===== src/serial_port_map.vh =====
// constants for the serial register access port
`ifndef SERIAL_PORT_MAP_VH
`define SERIAL_PORT_MAP_VH
`define FRAME_BITS 5'h10
`define DIR_BIT 5'h00
`define ADDR_FIRST_BIT 5'h01
`define DUMMY_BIT 5'h07
`define DATA_FIRST_BIT 5'h08
`define ADDR_WIDTH 6
`define DATA_WIDTH 8
`define REG_COUNT 64
`define READ_BITS 4'h8
`define REG_RESET 8'h00
`define DIR_WRITE 1'b0
`define DIR_READ 1'b1
`define RESET_MIN_NS 10
`define CLOCK_PERIOD_NS 100
`define RESET_MIN_CYCLES 1
`endif


===== src/serial_host_register_port.v =====
// serial register access port with register storage and status interrupt
// Operation
// - one frame is exactly sixteen serial bits from the host.
// - input data is captured on each of the first sixteen serial clock rising edges while selected.
// - nothing is committed before all sixteen bits are captured.
// - read data output changes only on serial clock falling edges.
// - first bit chooses direction, zero write and one read.
// - bits two to seven carry the six bit address, bit zero first.
// - eighth bit is ignored for both directions.
// - bits nine to sixteen carry eight write data bits, bit zero first.
// - write data loads into the register when chip select rises.
// - read drives bit zero at eighth falling edge, then one bit per fall.
// - after eight read bits the output returns to high impedance.
// - reset low returns every register to its default.
// - an interrupt output lets the host watch status without polling.
`timescale 1ns/1ns
`default_nettype none
`include "serial_port_map.vh"
module serial_host_register_port #(
  parameter ADDR_WIDTH = `ADDR_WIDTH,
  parameter DATA_WIDTH = `DATA_WIDTH,
  parameter REG_COUNT = `REG_COUNT
)
(
  input wire clock_in,
  input wire rstn_in,
  input wire cs_n_in,
  input wire sclk_in,
  input wire sdi_in,
  input wire [DATA_WIDTH-1:0] status_in,
  output reg sdo_out,
  output reg sdo_oe_out,
  output reg int_n_out,
  output reg [DATA_WIDTH-1:0] reg0_out
);
  // =========================================================
  // input synchronisers
  reg cs_s1;
  reg cs_s2;
  reg cs_s3;
  reg sclk_s1;
  reg sclk_s2;
  reg sclk_s3;
  reg sdi_s1;
  reg sdi_s2;
  wire sclk_rise;
  wire sclk_fall;
  wire cs_release;
  always @(posedge clock_in or negedge rstn_in)
  begin
    if (!rstn_in)
    begin
      cs_s1 <= 1'b1;
      cs_s2 <= 1'b1;
      cs_s3 <= 1'b1;
      sclk_s1 <= 1'b0;
      sclk_s2 <= 1'b0;
      sclk_s3 <= 1'b0;
      sdi_s1 <= 1'b0;
      sdi_s2 <= 1'b0;
    end
    else
    begin
      cs_s1 <= cs_n_in;
      cs_s2 <= cs_s1;
      cs_s3 <= cs_s2;
      sclk_s1 <= sclk_in;
      sclk_s2 <= sclk_s1;
      sclk_s3 <= sclk_s2;
      sdi_s1 <= sdi_in;
      sdi_s2 <= sdi_s1;
    end
  end
  assign sclk_rise = sclk_s2 & ~sclk_s3 & ~cs_s2;
  assign sclk_fall = ~sclk_s2 & sclk_s3 & ~cs_s2;
  assign cs_release = cs_s2 & ~cs_s3;

  // =========================================================
  // frame capture
  reg [4:0] bit_count;
  reg dir;
  reg [ADDR_WIDTH-1:0] addr;
  reg [DATA_WIDTH-1:0] wdata;
  reg [DATA_WIDTH-1:0] regs [0:REG_COUNT-1];
  reg [DATA_WIDTH-1:0] rdata;
  reg [3:0] out_count;
  always @(posedge clock_in or negedge rstn_in)
  begin
    if (!rstn_in)
    begin
      bit_count <= 5'h00;
      dir <= `DIR_WRITE;
      addr <= {ADDR_WIDTH{1'b0}};
      wdata <= {DATA_WIDTH{1'b0}};
    end
    else if (cs_s2)
    begin
      bit_count <= 5'h00;
    end
    else if (sclk_rise && bit_count < `FRAME_BITS)
    begin
      bit_count <= bit_count + 5'h01;
      if (bit_count == `DIR_BIT)
        dir <= sdi_s2;
      else if (bit_count >= `ADDR_FIRST_BIT && bit_count < `DUMMY_BIT)
        addr <= {sdi_s2, addr[ADDR_WIDTH-1:1]};
      else if (bit_count >= `DATA_FIRST_BIT)
        wdata <= {sdi_s2, wdata[DATA_WIDTH-1:1]};
      // dummy bit falls through unused
    end
  end

  // =========================================================
  // register storage
  genvar gi;
  generate
    for (gi = 0; gi < REG_COUNT; gi = gi + 1)
    begin : g_reg
      always @(posedge clock_in or negedge rstn_in)
      begin
        if (!rstn_in)
          regs[gi] <= `REG_RESET;
        else if (cs_release && bit_count == `FRAME_BITS && dir == `DIR_WRITE
                 && addr == gi)
          regs[gi] <= wdata;
      end
    end
  endgenerate

  // =========================================================
  // read output
  localparam RD_IDLE = 2'b00;
  localparam RD_SHIFT = 2'b01;
  localparam RD_DONE = 2'b10;
  reg [1:0] rd_state;
  reg [1:0] next_rd_state;
  reg next_sdo;
  reg next_sdo_oe;
  reg [DATA_WIDTH-1:0] next_rdata;
  reg [3:0] next_out_count;
  wire read_start;
  assign read_start = sclk_fall && dir == `DIR_READ && bit_count == `DUMMY_BIT + 5'h01;
  always @*
  begin
    next_rd_state = rd_state;
    next_sdo = sdo_out;
    next_sdo_oe = sdo_oe_out;
    next_rdata = rdata;
    next_out_count = out_count;
    case (rd_state)
      RD_IDLE:
      begin
        if (read_start)
        begin
          next_sdo = regs[addr][0];
          next_rdata = regs[addr] >> 1;
          next_sdo_oe = 1'b1;
          next_out_count = 4'h1;
          next_rd_state = RD_SHIFT;
        end
      end
      RD_SHIFT:
      begin
        if (sclk_fall && out_count < `READ_BITS)
        begin
          next_sdo = rdata[0];
          next_rdata = rdata >> 1;
          next_out_count = out_count + 4'h1;
        end
        else if (sclk_fall)
        begin
          next_sdo_oe = 1'b0;
          next_rd_state = RD_DONE;
        end
      end
      RD_DONE:
      begin
        next_sdo_oe = 1'b0;
      end
      default:
      begin
        next_sdo_oe = 1'b0;
        next_rd_state = RD_IDLE;
      end
    endcase
    if (cs_s2)
    begin
      next_sdo_oe = 1'b0;
      next_out_count = 4'h0;
      next_rd_state = RD_IDLE;
    end
  end
  always @(posedge clock_in or negedge rstn_in)
  begin
    if (!rstn_in)
    begin
      rd_state <= RD_IDLE;
      sdo_out <= 1'b0;
      sdo_oe_out <= 1'b0;
      out_count <= 4'h0;
      rdata <= {DATA_WIDTH{1'b0}};
    end
    else
    begin
      rd_state <= next_rd_state;
      sdo_out <= next_sdo;
      sdo_oe_out <= next_sdo_oe;
      out_count <= next_out_count;
      rdata <= next_rdata;
    end
  end

  // =========================================================
  // outputs
  always @(posedge clock_in or negedge rstn_in)
  begin
    if (!rstn_in)
    begin
      int_n_out <= 1'b1;
      reg0_out <= `REG_RESET;
    end
    else
    begin
      int_n_out <= ~|(status_in & regs[1]);
      reg0_out <= regs[0];
    end
  end
endmodule
`default_nettype wire


===== config.mk =====
export PLATFORM = sky130hd
export DESIGN_NAME = serial_host_register_port
export DESIGN_NICKNAME = d
export VERILOG_FILES = /design/src/serial_host_register_port.v
export VERILOG_INCLUDE_DIRS = /design/src
export SDC_FILE = /design/constraint.sdc
export NUM_CORES = 1
export LEC_CHECK = 0
export ABC_AREA = 1
export BUFFER_PORTS_ARGS = -buffer_cell sky130_fd_sc_hd__buf_4
export CORE_ASPECT_RATIO = 2
export CORE_UTILIZATION = 43
export CTS_BUF_LIST = sky130_fd_sc_hd__clkbuf_16
export CTS_CLUSTER_SIZE = 24
export DETAILED_ROUTE_END_ITERATION = 16
export MAX_ROUTING_LAYER = met4
export PLACE_DENSITY = 0.56
export SLEW_MARGIN = 20
export SYNTH_ARGS = -nofsm -noshare
export SYNTH_HDL_FRONTEND = slang
export SYNTH_SLANG_ARGS = --single-unit

===== constraint.sdc =====
create_clock -name clock_in -period 2.5 [get_ports clock_in]
set_input_delay 0.25 -clock clock_in [delete_from_list [all_inputs] [get_ports clock_in]]
set_output_delay 0.25 -clock clock_in [all_outputs]
set_load 0.05 [all_outputs]

=== Word-level counts from Yosys, hierarchy flattened ===
Cells that the tools add are included.

* Order comparisons: 6
* Add/sub/neg operators: 2
* Muxes and demuxes: 25
* Bitwise gates (word level): 14
* Reductions and logical operators: 86
* Equal/unequal tests: 74

{| class="wikitable"
|+ Operator list
! kind !! count
|-
| 6-bit == test, second input constant || 32
|-
| 6-bit by 5-bit == test with 1-bit output, second input constant || 16
|-
| 1-bit logical AND || 71
|-
| 8-bit binary-select mux with 6-bit select || 1
|-
| 6-bit by 4-bit == test with 1-bit output, second input constant || 8
|-
| 8-bit 2-to-1 mux || 4
|-
| 6-bit by 3-bit == test with 1-bit output, second input constant || 4
|-
| 8-bit case mux with 2 select lines || 1
|-
| 6-bit by 2-bit == test with 1-bit output, second input constant || 2
|-
| 4-bit 2-to-1 mux || 3
|-
| 3-bit inequality test, second input constant || 4
|-
| 3-bit AND reduction || 4
|-
| 5-bit 2-to-1 mux || 2
|-
| 8-bit bitwise AND || 1
|-
| 2-bit 2-to-1 mux || 4
|-
| 4-bit case mux with 2 select lines || 1
|-
| 4-bit AND reduction || 2
|-
| 8-bit OR reduction || 1
|-
| 7-bit greater-or-equal comparator, second input constant || 1
|-
| 1-bit inverter || 7
|-
| 6-bit inverter with 7-bit output || 1
|-
| 6-bit by 1-bit == test with 1-bit output, second input constant || 1
|-
| 6-bit zero test || 1
|-
| 1-bit 2-to-1 mux || 6
|-
| other kinds (21) || 29
|}

* Word-level logic and storage cells: 290
* Input port bits: 13
* Register bits: 565
* Output and inout bits: 11

=== Depth between registers and ports, before layout ===
* Depth in word-level cells: 8
* Depth in mapped cells: 16
* Gate-level depth less buffers: 13

=== Worst setup path before layout ===
OpenSTA, ideal clock, no wires.

* Kind: reg2reg
* Start point: register bit_count[0]
* End point: register regs[461] in the netlist's numbering
* Required time: 2.370 ns
* Data arrival time: 1.787 ns
* Cell stages (with the launch flop): 12
* Path buffers: 2
* Setup time: 0.130 ns
* Period minus slack after synthesis: 1.917 ns
* Setup slack: 0.583 ns
* Cells stage by stage: dfrtp_1 -> inv_1 -> ha_1 -> nand2_1 -> nor2_2 -> nand4_4 -> nor2_4 -> buf_6 -> nand2_2 -> buf_6 -> nand2_1 -> o21ai_1

* Word-level cells in the longest chain between the ends: 4

{| class="wikitable"
|+ Ends and longest elaborated chain
! what !! line !! source
|-
| start, declared || serial_host_register_port.v:80 || <nowiki>reg [4:0] bit_count;</nowiki>
|-
| start signal, assigned || serial_host_register_port.v:102 || <nowiki>bit_count <= bit_count + 5'h01;</nowiki>
|-
| 5-bit == test (no line) || - ||
|-
| 1-bit logical AND (no line) (2 in series) || - ||
|-
| 1-bit logical AND || serial_host_register_port.v:123 || <nowiki>else if (cs_release && bit_count == `FRAME_BITS && dir == `DIR_WRITE</nowiki>
|-
| end signal, assigned by index || serial_host_register_port.v:122 || <nowiki>regs[gi] <= `REG_RESET;</nowiki>
|-
| end signal, assigned by index || serial_host_register_port.v:125 || <nowiki>regs[gi] <= wdata;</nowiki>
|-
| end, declared || serial_host_register_port.v:84 || <nowiki>reg [DATA_WIDTH-1:0] regs [0:REG_COUNT-1];</nowiki>
|}

No other way between the ends.
A chain may end at the register's enable or synchronous reset.

=== Worst setup path in the final report ===
* Start point: register addr[0]
* End point: register rdata[5]

* Word-level cells in the longest chain between the ends: 6

{| class="wikitable"
|+ Ends and longest elaborated chain
! what !! line !! source
|-
| start, declared || serial_host_register_port.v:82 || <nowiki>reg [ADDR_WIDTH-1:0] addr;</nowiki>
|-
| start signal, assigned || serial_host_register_port.v:93 || <nowiki>addr <= {ADDR_WIDTH{1'b0}};</nowiki>
|-
| start signal, assigned || serial_host_register_port.v:106 || <nowiki>addr <= {sdi_s2, addr[ADDR_WIDTH-1:1]};</nowiki>
|-
| 6-bit inverter with 7-bit output (implied by the code) || serial_host_register_port.v:156 || <nowiki>next_rdata = regs[addr] >> 1;</nowiki>
|-
| 8-bit binary-select mux with 6-bit select || serial_host_register_port.v:156 ||
|-
| 8-bit 2-to-1 mux (implied by the code) (2 in series) || serial_host_register_port.v:156 ||
|-
| 8-bit 2-to-1 mux || serial_host_register_port.v:153 || <nowiki>if (read_start)</nowiki>
|-
| 8-bit case mux with 2 select lines || serial_host_register_port.v:150 || <nowiki>case (rd_state)</nowiki>
|-
| end signal, assigned || serial_host_register_port.v:201 || <nowiki>rdata <= {DATA_WIDTH{1'b0}};</nowiki>
|-
| end signal, assigned || serial_host_register_port.v:209 || <nowiki>rdata <= next_rdata;</nowiki>
|-
| end, declared || serial_host_register_port.v:85 || <nowiki>reg [DATA_WIDTH-1:0] rdata;</nowiki>
|}

No other way between the ends. The select of a mux whose other input is x is not followed.

==> summary.md <==
| Metric | Value |
|---|---|
| Status | finished clean |
| Wire per inst | 20.9 um |
| Top post-synthesis cells by count | nand2_1, dfrtp_1, o21ai_0, o21ai_1, clkbuf_1 |
| Switching fraction of total power | 22.5% |
| Layout fillers | 6042 |
| Clock Tree Buf Depth | 3 |
| Leakage | 0.0146 uW |
| Comb power frac | 2.3% |
| Final hold vios | 0 |
| Leading cell types by total area after synthesis | dfrtp_1, nand2_1, o21ai_0, o21ai_1, buf_2 |
| Main synth FF type | dfrtp_1 |
| Setup CP Type | reg2reg |
| Via Count | 22226 |
| Mapped Area | 26400 um2 |
| Syn nets | 3356 |
| Routed Wire Length | 86.3 mm |
| Hold WS | 191 ps |
| Num CTS Buffers | 51 |
| Crit path DAT | 2890 ps |
| H-tree depth | 2 |
| Synth Register Bits | 564 |
| Number of global-route vias before repair | 22085 |
| Number of synthesis warnings | 0 |
| Ratio of cells with drive above 1 in the final layout | 9.42% |
| Clock Latency Late Sink | 610 ps |
| Layout Skew | 24.6 ps |
| Leading area contributor after synthesis | dfrtp_1 |
| Synth cell types | 36 |
| Max-slew violation count | 0 |
| Die Y | 352 um |
| I/O pins | 24 |
| Syn Inst Count | 3339 |
| Sequential-to-total area share from yosys stat | 53.5% |
| Min cycle time layout | 2400 ps |
| Sequential share of power | 52.8% |
| Max_cap viols | 0 |
| # rows | 128 |
| Global route total overflow | 0 |
| Yosys top cell area share | 53.1% |
| Psw | 3910 uW |
| Initial core utilization | 43.4% |
| WP data required | 2990 ps |
| Number of routed nets with antenna violations | 0 |
| Overall power | 17400 uW |
| P&R area growth vs syn | 11.4% |
| Root buffer cell | clkbuf_16 |
| R2R depth | 11 |
| Total GRT Usage | 29.0% |
| CTS tree | done |
| CORE AREA | 60900 um2 |
| DR iter-0 viols | 1838 |
| FF-to-FF setup slack | 100 ps |
| Startpoint type of the worst setup path | register |
| CP max FO | 24 |
| Final setup fails | 0 |
| Worst-path clk slew | 70 ps |
| Critical path capture point type | register |
| Post-synth EDFFs | 0 |
| Power share of the clock group | 44.9% |
| Fin crit share | 95.8% |
| Peak supply drop | 0.468 mV |
| DRC Markers | 0 |
| Die area | 62500 um2 |
| Clk sinks | 564 |
| Most common cell in the synthesized netlist | nand2_1 |
| Internal power | 13500 uW |
| RSZ-0062 raised after global routing | no |
| Setup TNS | 0 ps |
| Global-route wire length before repair | 133 mm |
| First-pass DRT Iterations | 5 |
| Min-Delay Path Class | in2async |
| NumNets Final | 3330 |
| Detailed placement HPWL | 57.4 mm |
| Slew @ Worst Pin | 699 ps |
| Achievable Freq | 417 MHz |
| Max_slew headroom | 53.4% |
| Syn Area/Cell | 7.91 um2 |
| PwrDens | 590 nW/um2 |
| Port-buffer cells | 23 |
| Antenna violations before repair | 0 |
| Synth async-reset ratio | 100% |
| Die width | 177 um |
| GPL Wtd Cong | 0.963 |
| Largest net degree at the start of global routing | 71 |
| DR vias/cell | 5.38 |
==> layout make-up <==
class	instances	area [um2]	area share, %
antenna	1	2.50	0.00850
clock buffer	53	1330	4.51
clock inverter	41	279	0.948
inverter	43	171	0.583
multi-input combinational	2512	11000	37.4
sequential	564	14100	48.0
tap	780	976	3.32
timing repair buffer	141	1530	5.21
==> worst max-delay path: stages (launching register included) <==
cell	delay, ps
dfrtp_4	570
inv_6	260
nor2_4	100
buf_4	230
nand2_1	90
nand4_1	170
nand2_1	110
nand2_1	100
o21ai_0	400
nand3_1	130
nand2_1	70
nand2_1	40
==> path summary, 6_finish.rpt <==
kind                                   to    start
worst min-delay path            regs[476]  rstn_in
worst min register to register    sclk_s2  sclk_s1
max in group asynchronous           cs_s3  rstn_in
worst max-delay path             rdata[5]  addr[0]
worst max register to register   rdata[5]  addr[0]
min in group clock_in               cs_s1  cs_n_in
==> logic make-up (layout without fill, tap and decap cells) <==
logic type / count (synthesis) / after routing / share of synthesized area [%]
AOI/OAI and AO/OA: 564 / 564 / 10.7
DFF: 564 / 564 / 53.5
other: 0 / 1 / 0
adders and majority gates: 4 / 4 / 0.190
and+or+nand+nor: 1943 / 1943 / 30.7
buffers and inverters: 263 / 278 / 4.90
xor gates and xnor gates: 1 / 1 / 0.0332
==> power by group through the flow <==
| stage | registers, uW | logic (uW) | clock network (uW) |
|---|---|---|---|
| after global placement | 9340 | 405 | 0 |
| after floorplan | 9340 | 107 | 0 |
| final | 9170 | 403 | 7790 |
| after global routing | 9170 | 456 | 8300 |
| after detailed placement | 9350 | 410 | 0 |
| after CTS | 9170 | 418 | 7950 |
==> sequential cells by signal (all words and copies together), names as in the netlist <==
register    count
sclk_s2         1
sdi_s1          1
cs_s1           1
cs_s2           1
dir             1
regs          512
sclk_s3         1
int_n_out       1
sdo_out         1
sdo_oe_out      1
rd_state        2
rdata           7
addr            6
reg0_out        8
bit_count       5
out_count       4
sclk_s1         1
cs_s3           1
sdi_s2          1
wdata           8
==> per-layer routing <==
layer  part of all wire (%)  up-vias  track usage (%)
li1                       -    10560                -
met3                    4.5      257             2.86
met4                    6.9        0             18.1
met2                     51      675             49.1
met5                      0        -                -
met1                     38    10734             32.5
==> cell usage in the layout (no fill, tap or decap), drive strengths merged, types with 3 or more instances in the layout <==
cell type    instances
a21oi               11
buf                134
bufinv               4
clkbuf              53
clkinv              24
dfrtp              560
dfstp                4
dlygate4sd3          7
ha                   4
inv                 56
nand2             1704
nand3               70
nand4               42
nor2               123
nor3                 3
o21ai              547
==> through the flow <==
stage / instances / setup WS, ps / utilization, % / area (um2)
floorplan: 3339 / 583 / - / 26400
global placement: 4028 / 125 / 45.5 / 27700
detailed placement: 4028 / 84.0 / 45.5 / 27700
CTS: 4129 / 88.5 / 48.3 / 29400
global route: 4134 / 13.4 / 48.3 / 29400
finish: 4135 / 105 / 48.3 / 29400
==> timing repair <==
action / CTS / global route
endpoints found under the hold margin: 44 / 0
gates resized for setup: 0 / 2
setup endpoints to repair: 0 / 24
buffers inserted: 0 / 5
hold buffers: 7 / 0
Note: power is estimated with default switching activity, not from simulation.
